$ cat src/hw/timebase_pkg.sv
// constants and field layout for the periodic timebase
//
// Overview of operation
// - rollover at selected tap sets pending flag
// - interrupt request only while irq enable set
// - writing one to acknowledge clears flag
// - acknowledge bit is write-only, reads zero
// - unprescaled taps divide 32768 down to 8
// - prescaled taps are 128 times larger
// - period equals ratio over reference frequency
// - prescale select comes from configuration input
// - timebase off holds chain cleared
// - off then on restarts chain from zero
// - reset clears irq enable
// - reset clears timebase on
// - tap select is read/write, picks stage
// - pending flag read-only, rollover or acknowledge
// - wait mode counts, register not accessible
// - stop mode runs only with oscillator kept
// - stop without oscillator: inactive, no access
// - setting on starts counting from zero
// - first flag at half period, then full
package timebase_pkg;

	// ==========================================================
	// register map
	localparam logic [11:0] CTRL_OFFSET    = 12'h000;
	localparam int          CTRL_WIDTH     = 8;
	localparam logic [7:0]  CTRL_RESET     = 8'h00;

	// ==========================================================
	// control field positions
	localparam int          FLAG_BIT       = 7;
	localparam int          TAP_LSB        = 4;
	localparam int          TAP_W          = 3;
	localparam int          ACK_BIT        = 3;
	localparam int          IE_BIT         = 2;
	localparam int          ON_BIT         = 1;

	// ==========================================================
	// divider structure
	localparam int          CHAIN_STAGES   = 15;
	localparam int          PRESCALE_W     = 7;
	localparam logic [6:0]  PRESCALE_LAST  = 7'h7f;

endpackage

$ cat src/hw/timebase_divider.sv
// prescaler and fifteen-stage divider chain with tap rollover detect
`timescale 1ns/1ps
module timebase_divider
	import timebase_pkg::*;
#(
	parameter int STAGES = CHAIN_STAGES
) (
	// clock and reset
	input  wire logic             pclk,
	input  wire logic             presetn,
	// control
	input  wire logic             run,
	input  wire logic             src_tick,
	input  wire logic             prescale_sel,
	input  wire logic [TAP_W-1:0] tap,
	// event
	output logic                  rollover
);

	// ==========================================================
	// tap decode
	// each code names the chain bit whose rise marks a period
	function automatic int tap_index(input logic [TAP_W-1:0] code);
		case (code)
			3'h0:    tap_index = 14;
			3'h1:    tap_index = 12;
			3'h2:    tap_index = 10;
			3'h3:    tap_index = 6;
			3'h4:    tap_index = 5;
			3'h5:    tap_index = 4;
			3'h6:    tap_index = 3;
			default: tap_index = 2;
		endcase
	endfunction

	logic [PRESCALE_W-1:0] pre_reg;
	logic [PRESCALE_W-1:0] pre_next;
	logic [STAGES-1:0]     chain_reg;
	logic [STAGES-1:0]     chain_next;
	logic                  roll_reg;
	wire                   pre_wrap;
	wire                   step;
	wire                   tap_rise;

	// ==========================================================
	// stepping
	assign pre_wrap   = (pre_reg == PRESCALE_LAST);
	assign step       = run & src_tick & (~prescale_sel | pre_wrap);
	assign pre_next   = run ? (src_tick ? pre_reg + 7'h01 : pre_reg) : '0;
	assign chain_next = run ? (step ? chain_reg + STAGES'(1'b1) : chain_reg) : '0;
	// bit k rises first after 2^k steps, then every 2^(k+1): half, then full period
	assign tap_rise   = step & chain_next[tap_index(tap)] & ~chain_reg[tap_index(tap)];

	always_ff @(posedge pclk or negedge presetn) begin
		if (!presetn) begin
			pre_reg   <= '0;
			chain_reg <= '0;
			roll_reg  <= 1'b0;
		end else begin
			pre_reg   <= pre_next;
			chain_reg <= chain_next;
			roll_reg  <= tap_rise;
		end
	end

	assign rollover = roll_reg;
endmodule

$ cat src/hw/periodic_timebase.sv
// periodic timebase: apb control register, flag, request and low-power gating
`timescale 1ns/1ps
module periodic_timebase
	import timebase_pkg::*;
#(
	parameter int ADDR_W = 12
) (
	// apb slave
	input  wire logic              pclk,
	input  wire logic              presetn,
	input  wire logic              psel,
	input  wire logic              penable,
	input  wire logic              pwrite,
	input  wire logic [ADDR_W-1:0] paddr,
	input  wire logic [31:0]       pwdata,
	output logic [31:0]            prdata,
	output logic                   pready,
	output logic                   pslverr,
	// reference clock pin, sampled
	input  wire logic              crystal_reference_clock,
	// configuration and power mode
	input  wire logic              source_prescale_select,
	input  wire logic              osc_run_in_stop,
	input  wire logic              wait_mode,
	input  wire logic              stop_mode,
	// interrupt request to the cpu
	output logic                   rollover_irq
);

	// ==========================================================
	// reference clock synchroniser
	// the reference is treated as a slow pin: it must stay well under
	// half of pclk or edges are missed
	logic       xtal_meta_reg;
	logic       xtal_sync_reg;
	logic       xtal_last_reg;
	wire        xtal_rise;

	always_ff @(posedge pclk or negedge presetn) begin
		if (!presetn) begin
			xtal_meta_reg <= 1'b0;
			xtal_sync_reg <= 1'b0;
			xtal_last_reg <= 1'b0;
		end else begin
			xtal_meta_reg <= crystal_reference_clock;
			xtal_sync_reg <= xtal_meta_reg;
			xtal_last_reg <= xtal_sync_reg;
		end
	end

	assign xtal_rise = xtal_sync_reg & ~xtal_last_reg;

	// ==========================================================
	// control state
	logic [TAP_W-1:0] tap_select_reg;
	logic             rollover_irq_enable_reg;
	logic             timebase_on_reg;
	logic             rollover_pending_flag_reg;
	logic             flag_next;
	logic             irq_reg;
	logic             rollover;

	// ==========================================================
	// apb decode
	// accesses in wait or stop are refused with pslverr and no effect
	wire        bus_blocked;
	wire        addr_hit;
	wire        setup;
	wire        access;
	wire        wr_ok;
	wire        ack_write;
	wire [7:0]  ctrl_view;
	wire [31:0] rd_word;
	logic       ready_reg;
	logic       err_reg;
	logic [31:0] rdata_reg;

	assign bus_blocked = wait_mode | stop_mode;
	assign addr_hit    = (paddr == ADDR_W'(CTRL_OFFSET));
	assign setup       = psel & ~penable;
	assign access      = psel & penable & ready_reg;
	assign wr_ok       = access & pwrite & addr_hit & ~err_reg;
	assign ack_write   = wr_ok & pwdata[ACK_BIT];

	// acknowledge bit and bit 0 always read zero
	assign ctrl_view = {rollover_pending_flag_reg, tap_select_reg, 1'b0,
		rollover_irq_enable_reg, timebase_on_reg, 1'b0};
	assign rd_word   = (addr_hit && !bus_blocked) ? {24'h000000, ctrl_view} : 32'h00000000;

	// zero wait state: ready rises in the access phase straight from setup
	always_ff @(posedge pclk or negedge presetn) begin
		if (!presetn) begin
			ready_reg <= 1'b0;
			err_reg   <= 1'b0;
			rdata_reg <= 32'h00000000;
		end else begin
			ready_reg <= setup;
			err_reg   <= setup & (~addr_hit | bus_blocked);
			if (setup) begin
				rdata_reg <= rd_word;
			end
		end
	end

	assign pready  = ready_reg;
	assign pslverr = err_reg;
	assign prdata  = rdata_reg;

	// ==========================================================
	// control register writes
	// tap changes while running are taken as written; the chain may
	// then skip or double one period, which software is told to avoid
	always_ff @(posedge pclk or negedge presetn) begin
		if (!presetn) begin
			tap_select_reg          <= CTRL_RESET[TAP_LSB +: TAP_W];
			rollover_irq_enable_reg <= CTRL_RESET[IE_BIT];
			timebase_on_reg         <= CTRL_RESET[ON_BIT];
		end else if (wr_ok) begin
			tap_select_reg          <= pwdata[TAP_LSB +: TAP_W];
			rollover_irq_enable_reg <= pwdata[IE_BIT];
			timebase_on_reg         <= pwdata[ON_BIT];
		end
	end

	// ==========================================================
	// divider
	// in stop the reference only runs when the oscillator is kept alive
	wire run;
	wire src_tick;

	assign run      = timebase_on_reg;
	assign src_tick = xtal_rise & (~stop_mode | osc_run_in_stop);

	timebase_divider #(
		.STAGES(CHAIN_STAGES)
	) u_divider (
		.pclk        (pclk),
		.presetn     (presetn),
		.run         (run),
		.src_tick    (src_tick),
		.prescale_sel(source_prescale_select),
		.tap         (tap_select_reg),
		.rollover    (rollover)
	);

	// ==========================================================
	// flag and request
	// a rollover in the acknowledge cycle keeps the flag set
	assign flag_next = rollover | (rollover_pending_flag_reg & ~ack_write);

	always_ff @(posedge pclk or negedge presetn) begin
		if (!presetn) begin
			rollover_pending_flag_reg <= CTRL_RESET[FLAG_BIT];
			irq_reg                   <= 1'b0;
		end else begin
			rollover_pending_flag_reg <= flag_next;
			irq_reg                   <= flag_next & rollover_irq_enable_reg;
		end
	end

	assign rollover_irq = irq_reg;
endmodule

$ cat config.mk
export PLATFORM = sky130hd
export DESIGN_NAME = periodic_timebase
export DESIGN_NICKNAME = d
export VERILOG_FILES = /design/src/hw/timebase_pkg.sv /design/src/hw/timebase_divider.sv /design/src/hw/periodic_timebase.sv
export SDC_FILE = /design/constraint.sdc
export NUM_CORES = 1
export LEC_CHECK = 0
export CAP_MARGIN = 20
export CORE_ASPECT_RATIO = 0.7
export CORE_MARGIN = 1
export CORE_UTILIZATION = 30
export CTS_CLUSTER_SIZE = 28
export DETAILED_ROUTE_END_ITERATION = 10
export DONT_BUFFER_PORTS = 1
export RECOVER_POWER = 25
export SYNTH_ARGS = -nofsm -noshare
export SYNTH_HDL_FRONTEND = slang
export SYNTH_SLANG_ARGS = --single-unit
$ cat constraint.sdc
create_clock -name pclk -period 5.33 [get_ports pclk]
set_clock_uncertainty 0.15 [all_clocks]
set_input_delay 0.2665 -clock pclk [delete_from_list [all_inputs] [get_ports pclk]]
set_output_delay 0.2665 -clock pclk [all_outputs]
set_load 0.03 [all_outputs]
==> results_dict.tcl, run 1 <==
set metrics [dict create \
    status "complete, but fails checks" \
    violations "capacitance limit, slew limit" \
    largest_reg_flops 15 \
    synth-seq-area-share_pct 45.9 \
    yosysWarningCount 0 \
    end_kind "flop" \
    hold_depth 3 \
    max_slew.worst_pin.slew_ns 2.13 \
    maxCapViolCount 1 \
    cts_buffers 5 \
    tns_ns 0 \
    fill_cells 698 \
    clkLatencyLatePin_ns 0.29 \
    cp-start-kind "flop" \
    cts-htree-levels 2 \
    rsz0062_at_grt "no" \
    cts_root_buffer "clkbuf_8" \
    clk_pin_slew_ns 0.08 \
    hpwl_mm 2.82 \
    drt_iter0_drc 66 \
    gr-total-overflow 0 \
    grt_pass1_wl_mm 6.71 \
    fmax_ghz 0.357 \
    clockBufferDepth 2 \
    hold_path_end "rollover_pending_flag_reg$_DFF_PN0_" \
    grt_pass1_vias 1361 \
    grt_max_degree 42 \
    setup_viol 0 \
    final_nets 279 \
    rr_endpoint "u_divider.rollover$_DFF_PN0_" \
    slew_violations 42 \
    ant_nets 0 \
    dp_cells 300 \
    die-area_mm2 0.00781 \
    core_mm2 0.00698 \
    cp_max_fo 16 \
    vdd_ir_drop_max_mv 0.0826 \
    drtPass1Iterations 4 \
    antenna_found_initial 0 \
    boundaryPins 89 \
    hold_violations 0 \
    drc 0 \
    cp_top_family "compound AO/OA/AOI/OAI gates" \
    start_util_pct 32.1 \
    r2r_setup_slack_ns 2.53 \
    critPathRequiredTime_ns 5.36 \
    cp_cell_sequence "ha_1 -> nand4_2 -> a2111oi_4 -> nand4b_1 -> xor2_1 -> o221ai_2 -> and4_1" \
    powerDensity_mw_per_mm2 232 \
    num_vias 1433 \
    r2r_start "u_divider.pre_reg[0]$_DFFE_PN0P_" \
    routed_wl_mm 3.97 \
    cp.arrival_ns 2.82 \
    min-delay-start "pwdata[3]" \
    area_growth_pct 6.38 \
    crit_buf_inv 0 \
    grt_util_all_layers_pct 11.1 \
    post_synth_inst_count 216 \
    ys_ff_latch 41 \
    synthDistinctLibCells 44 \
    critPathKind "flop to flop" \
    die_x_um 105 \
    num_rows 25 \
    n_antenna_cell 0 \
    cts_resized 0 \
    gp_congestion 0.767 \
    port_buffers 0 \
    post_drt_wl_per_cell_um 12.5 \
    vias_per_cell 4.51 \
    hold_class "input port to flop" \
    leakage_nw 1.03 \
    r2r_cells 7 \
    die_y_um 74.3 \
    avgSynthCellArea_um2 10.4 \
    final_cells 318 \
    period_needed_ns 2.80 \
    drive_above_1_share_pct 9.82 \
    fin_crit_sh_pct 52.5 \
    cp_slowest_stage_delay_ns 0.92 \
    syn_area_mm2 0.00224 \
    cts_tree "done" \
    slew_headroom_pct -42.3 \
    clock_sinks 41 \
    cpMaxStageDelayCell "a2111oi_4" \
]
## report_power, final
part / leakage [nW] / switching, mW / total (mW) / internal, mW
clock network: 0.0450 / 0.103 / 0.194 / 0.0908
registers: 0.564 / 0.00240 / 0.315 / 0.313
logic: 0.417 / 0.0350 / 0.0418 / 0.00677
total: 1.03 / 0.141 / 0.551 / 0.410
## worst max path at each step
stage / from / endpoint / slack [ns] / cells after the start
2_1_floorplan: u_divider.pre_reg[0]$_DFFE_PN0P_ / u_divider.rollover$_DFF_PN0_ / 3.13 / 8
3_3_place_gp: u_divider.pre_reg[0]$_DFFE_PN0P_ / u_divider.rollover$_DFF_PN0_ / 2.54 / 7
6_report: u_divider.pre_reg[0]$_DFFE_PN0P_ / u_divider.rollover$_DFF_PN0_ / 2.53 / 7
3_5_place_dp: u_divider.pre_reg[0]$_DFFE_PN0P_ / u_divider.rollover$_DFF_PN0_ / 2.51 / 7
4_1_cts: u_divider.pre_reg[0]$_DFFE_PN0P_ / u_divider.rollover$_DFF_PN0_ / 2.49 / 7
5_1_grt: presetn / u_divider.chain_reg[14]$_DFF_PN0_ / 2.25 / 2
## final cells by class
type | instances | area (um2) | share of cell area, %
tap | 94 | 118 | 4.94
clock inverter | 2 | 10.0 | 0.421
multi-input combinational | 161 | 1040 | 43.9
timing repair buffer | 10 | 93.8 | 3.94
clock buffer | 6 | 72.6 | 3.05
inverter | 4 | 15.0 | 0.631
sequential | 41 | 1030 | 43.1
## per-stage QoR
step                total power, mW  setup slack [ns]  util, %  cell area [um2]  hold WS [ns]
global route                  0.574              2.25     34.1             2380         0.108
floorplan                     0.366              3.13        -             2330        -0.179
finish                        0.551              2.53     34.1             2380         0.104
CTS                           0.561              2.49     34.3             2400        0.0928
global placement              0.352              2.54     31.6             2200        -0.178
detailed placement            0.352              2.51     31.6             2200        -0.178
## cell usage in the layout (no fill, tap or decap), drive strengths merged, types with 4 or more instances in the layout
| master | count |
|---|---|
| nand3 | 11 |
| nand4 | 9 |
| dlygate4sd3 | 9 |
| conb | 26 |
| dfrtp | 41 |
| o21ai | 5 |
| a22o | 6 |
| clkbuf | 7 |
| nor2 | 25 |
| nand2 | 8 |
| or3 | 5 |
| xnor2 | 4 |
| nor4 | 4 |
| inv | 4 |
| mux2 | 5 |
| xor2 | 12 |
| and3 | 5 |
| a21oi | 5 |
## synthesized netlist by cell type
cell type,n,area share (%)
and2b_1,1,0.34
inv_1,4,0.67
buf_6,2,1.0
mux4_2,2,2.0
or3_1,5,1.4
a21oi_1,5,1.1
nand4b_1,1,0.39
and2b_2,1,0.39
and2_2,1,0.34
ha_1,2,1.1
nand4_1,7,2.0
nor2_1,25,4.2
or2b_1,1,0.34
nor2b_1,3,0.84
a211oi_1,1,0.34
o221ai_1,2,0.78
and4_1,2,0.78
buf_2,1,0.22
nand4_4,1,0.95
xor2_1,12,4.7
a2111oi_4,1,1.2
nand3_1,11,2.5
nand2b_1,3,0.84
nor4_1,4,1.1
nand4_2,1,0.56
conb_1,1,0.17
mux2_2,5,2.5
a22o_1,6,2.3
nand2_1,8,1.3
or2_2,1,0.28
and3_2,1,0.34
buf_4,26,8.7
mux2i_1,3,1.3
clkbuf_1,6,1.0
nor3_1,1,0.22
dfrtp_1,41,46
o21a_1,1,0.34
o21ai_0,5,1.1
a21boi_0,1,0.34
o221ai_2,1,0.67
and3_1,4,1.1
xnor2_1,4,1.6
nor3b_1,1,0.34
and2_1,1,0.28
## layer usage
layer | GRT usage (%) | share of wire [%] | up-vias | wire, um
li1 | - | - | 712 | -
met1 | 15.9 | 51 | 675 | 2030
met2 | 16.3 | 43 | 41 | 1720
met3 | 3.68 | 5.0 | 5 | 200
met4 | 2.82 | 0.48 | 0 | 19
met5 | 0 | 0 | - | 0
## cells by family after synthesis
kind of cell             Yosys count  share of synthesized area, %
AND/OR/NAND/NOR                   84                          20.8
flip-flops                        41                          45.9
buffers and inverters             39                          11.6
AO/OA/AOI/OAI                     23                          8.28
XOR/XNOR                          16                          6.26
multiplexers                      10                          5.87
adder cells (fa/ha/maj)            2                          1.12
other                              1                         0.168
## worst reg2reg max path, stage by stage (launching register included)
cell,delay [ns]
dfrtp_1,0.39
ha_1,0.24
nand4_2,0.15
a2111oi_4,0.92
nand4b_1,0.29
xor2_1,0.29
o221ai_2,0.12
and4_1,0.15
## repair_timing
action / 4_1_cts / 5_1_grt
hold buffers: 10 / 0
buffers inserted: 0 / 0
hold endpoints to repair: 48 / 0
Power figures use the tool's default switching activity.
==> run 2: changes to the inputs <==
--- a/config.mk
+++ b/config.mk
@@ -5,6 +5,7 @@
 export SDC_FILE = /design/constraint.sdc
 export NUM_CORES = 1
 export LEC_CHECK = 0
+export ABC_AREA = 1
 export CAP_MARGIN = 20
 export CORE_ASPECT_RATIO = 0.7
 export CORE_MARGIN = 1
==> constraint.sdc (replaced) <==
create_clock -name pclk -period 2.6 [get_ports pclk]
set_clock_uncertainty 0.15 [all_clocks]
set_input_delay 0.13 -clock pclk [delete_from_list [all_inputs] [get_ports pclk]]
set_output_delay 0.13 -clock pclk [all_outputs]
set_load 0.03 [all_outputs]
==> run 2 against run 1 <==
  * The flow now finishes without violations
  * Fmax up 28%
  * Combinational power rose to 13 times the previous value
  * Synthesized cell count up 61%
  * First-iteration DRC count is 140% higher
  * Die area increased by 14%
  * Count of clock-buffer cells in the layout unchanged
  * Total power rose to 3.7 times the previous value
  * Worst hold slack lost 0.098 ns
  * Flip-flop and latch count did not move
  * Wire length up 51%
  * Clock power grew to 3.3 times the previous value
  * Utilization increased by 0.87 points
  * Critical endpoint unchanged
  * Largest cell class unchanged
==> results_dict.tcl, run 2 <==
set metrics [dict create \
    critPathKind "flop to flop" \
    rsz0062_at_grt "no" \
    die_x_um 112 \
    ys_ff_latch 41 \
    start_util_pct 31.8 \
    clock_sinks 41 \
    hpwl_mm 4.49 \
    period_needed_ns 2.19 \
    intPower_mw 1.30 \
    drt_iter0_drc 160 \
    p_seq_share_pct 42.2 \
    cp_cell_sequence "ha_1 -> nand2_1 -> nor2_2 -> nand2_2 -> nand2_4 -> nand2_4 -> clkinv_2 -> nand2_1 -> nand4_1 -> nand2_1 -> nand2_1 -> nor2_1 -> nor2_1 -> nor2_1" \
    cts_root_buffer "clkbuf_16" \
    leakage_nw 1.43 \
    cts_resized 0 \
    gr-total-overflow 0 \
    final_util_pct 35.0 \
    cp_max_fo 11 \
    num_rows 27 \
    cp-start-kind "flop" \
    gp_congestion 0.905 \
    syn_area_mm2 0.00256 \
    end_kind "flop" \
    clockBufferDepth 2 \
    powerDensity_mw_per_mm2 726 \
    setup_viol 0 \
    cts_buffers 5 \
    cts_tree "done" \
    post_synth_inst_count 348 \
    grt_pass1_vias 2072 \
    area_growth_pct 10.2 \
    min-delay-start "psel" \
    status "finished, final reports clean" \
    drive_above_1_share_pct 8.54 \
    critPathMostFrequentCell "nand2_1" \
    critPathRequiredTime_ns 2.66 \
    switchingPower_uw 749 \
    largest_reg_flops 15 \
    cts-htree-levels 2 \
    hold_violations 0 \
    hold_class "input port to flop" \
    num_vias 2212 \
    yosysWarningCount 0 \
    r2r_start "u_divider.pre_reg[0]$_DFFE_PN0P_" \
    synth_edf_count 0 \
    vias_per_cell 4.77 \
    grt_pass1_wl_mm 10.0 \
    hold_depth 4 \
    fmax_ghz 0.456 \
    layout_common_cells "nand2_1, dfrtp_1, nor2_1, inv_1" \
    fin_crit_sh_pct 84.4 \
    slew_violations 0 \
    routed_wl_mm 6.01 \
    ant_nets 0 \
    yosys-top-cells-count "nand2_1, dfrtp_1, nor2_1" \
    cts_setup_buffers 0 \
    port_buffers 0 \
    p_clk_share_pct 30.8 \
    avgSynthCellArea_um2 7.37 \
    synthTopCellsByArea "dfrtp_1, nand2_1, buf_4" \
    vdd_ir_drop_max_mv 0.329 \
    p_sw_share_pct 36.5 \
    synth-seq-area-share_pct 40.0 \
    rr_endpoint "u_divider.rollover$_DFF_PN0_" \
    grt_util_all_layers_pct 14.5 \
    core_mm2 0.00807 \
    cp_slowest_stage_delay_ns 0.41 \
    fill_cells 839 \
    slew_headroom_pct 32.1 \
    cpMaxStageDelayCell "dfrtp_1" \
    synthArstFlopShare_pct 100 \
    r2r_cells 14 \
    max_slew.worst_pin.slew_ns 1.02 \
    power_frac_comb_pct 27.0 \
    synthDistinctLibCells 34 \
    final_nets 418 \
    maxCapViolCount 0 \
    layout_commonest_cell "nand2_1" \
    cts_hold_buffers 11 \
    r2r_setup_slack_ns 0.41 \
    drtPass1Iterations 5 \
    synth_top_area_share_pct 40.0 \
    die-area_mm2 0.00893 \
    tns_ns 0 \
    die_y_um 79.3 \
    antenna_found_initial 0 \
    clkLatencyLatePin_ns 0.29 \
    boundaryPins 89 \
    grt_max_degree 42 \
    clk_pin_slew_ns 0.06 \
    synth_top_flop_cell "dfrtp_1" \
    n_antenna_cell 0 \
    drc 0 \
    cp.arrival_ns 2.26 \
    post_drt_wl_per_cell_um 12.9 \
    synth_largest_area_cell "dfrtp_1" \
    hold_path_end "prdata[5]$_DFFE_PN0P_" \
    synth_most_common_cell "nand2_1" \
]
## run 2: changes by cell type in the layout (fill, tap and decap cells not counted), sizes merged, moves of 5 or more
cell / change
a21oi: +8
nand2: +87
o21ai: +13
or3: -5
a22o: -6
nor2: +18
nand4: +7
xor2: -12
inv: +33
nand3: +18
## run 2: through the flow
stage | total power, mW | std cells | hold slack, ns | worst slack [ns] | instance area (um2)
floorplan | 1.31 | 373 | -0.316 | 0.841 | 2660
global placement | 1.37 | 445 | -0.314 | 0.436 | 2570
detailed placement | 1.39 | 445 | -0.314 | 0.424 | 2570
CTS | 2.06 | 464 | 0.000107 | 0.399 | 2840
global route | 2.20 | 464 | 0.0457 | 0.213 | 2830
finish | 2.05 | 464 | 0.00669 | 0.406 | 2830
## run 2: layer usage
| metal | up-vias | share of wire [%] | GRT usage [%] |
|---|---|---|---|
| li1 | 1106 | - | - |
| met5 | - | 0 | 0 |
| met1 | 1041 | 50 | 21.3 |
| met4 | 0 | 0.55 | 4.67 |
| met3 | 4 | 7.8 | 3.59 |
| met2 | 61 | 42 | 20.4 |
## run 2: how the worst max path moves through the flow
stage	startpoint	depth (start not counted)	to	slack, ns
4_1_cts	u_divider.pre_reg[0]$_DFFE_PN0P_	14	u_divider.rollover$_DFF_PN0_	0.40
5_1_grt	u_divider.pre_reg[0]$_DFFE_PN0P_	14	u_divider.rollover$_DFF_PN0_	0.21
6_report	u_divider.pre_reg[0]$_DFFE_PN0P_	14	u_divider.rollover$_DFF_PN0_	0.41
3_3_place_gp	u_divider.pre_reg[0]$_DFFE_PN0P_	14	u_divider.rollover$_DFF_PN0_	0.44
2_1_floorplan	u_divider.pre_reg[0]$_DFFE_PN0P_	14	u_divider.rollover$_DFF_PN0_	0.84
3_5_place_dp	u_divider.pre_reg[0]$_DFFE_PN0P_	14	u_divider.rollover$_DFF_PN0_	0.42
## run 2: critical path: cells and delay by family (launching register included)
kind | cells | cell delay, ns
and+or+nand+nor | 12 | 1.14
buffers and inverters | 1 | 0.20
DFF | 1 | 0.41
adders and majority gates | 1 | 0.23
## run 2: area by class of cell
type | instances | area, um2 | share of cell area [%]
Sequential cell | 41 | 1030 | 36.3
Multi-Input combinational cell | 262 | 1250 | 44.2
Inverter | 38 | 144 | 5.09
Clock buffer | 6 | 139 | 4.92
Clock inverter | 2 | 13.8 | 0.487
Tap cell | 101 | 126 | 4.47
Timing Repair Buffer | 14 | 128 | 4.52
## run 2: cells by family (layout without fill, tap and decap cells)
family / Yosys count / count (layout) / share of synthesized area (%)
adders and majority gates: 2 / 2 / 0.976
muxes: 1 / 1 / 0.439
other: 1 / 26 / 0.146
xor gates and xnor gates: 1 / 1 / 0.342
DFF: 41 / 41 / 40.0
and+or+nand+nor: 195 / 195 / 34.8
AOI/OAI and AO/OA: 37 / 37 / 8.35
buffers and inverters: 70 / 60 / 14.9
## run 2: power by group through the flow
stage                     clock network, mW  logic [mW]  registers (mW)
after CTS                             0.647       0.552           0.862
after global routing                  0.682       0.632           0.882
after global placement                    0       0.500           0.869
final                                 0.633       0.553           0.865
after floorplan                           0       0.486           0.827
after detailed placement                  0       0.519           0.872
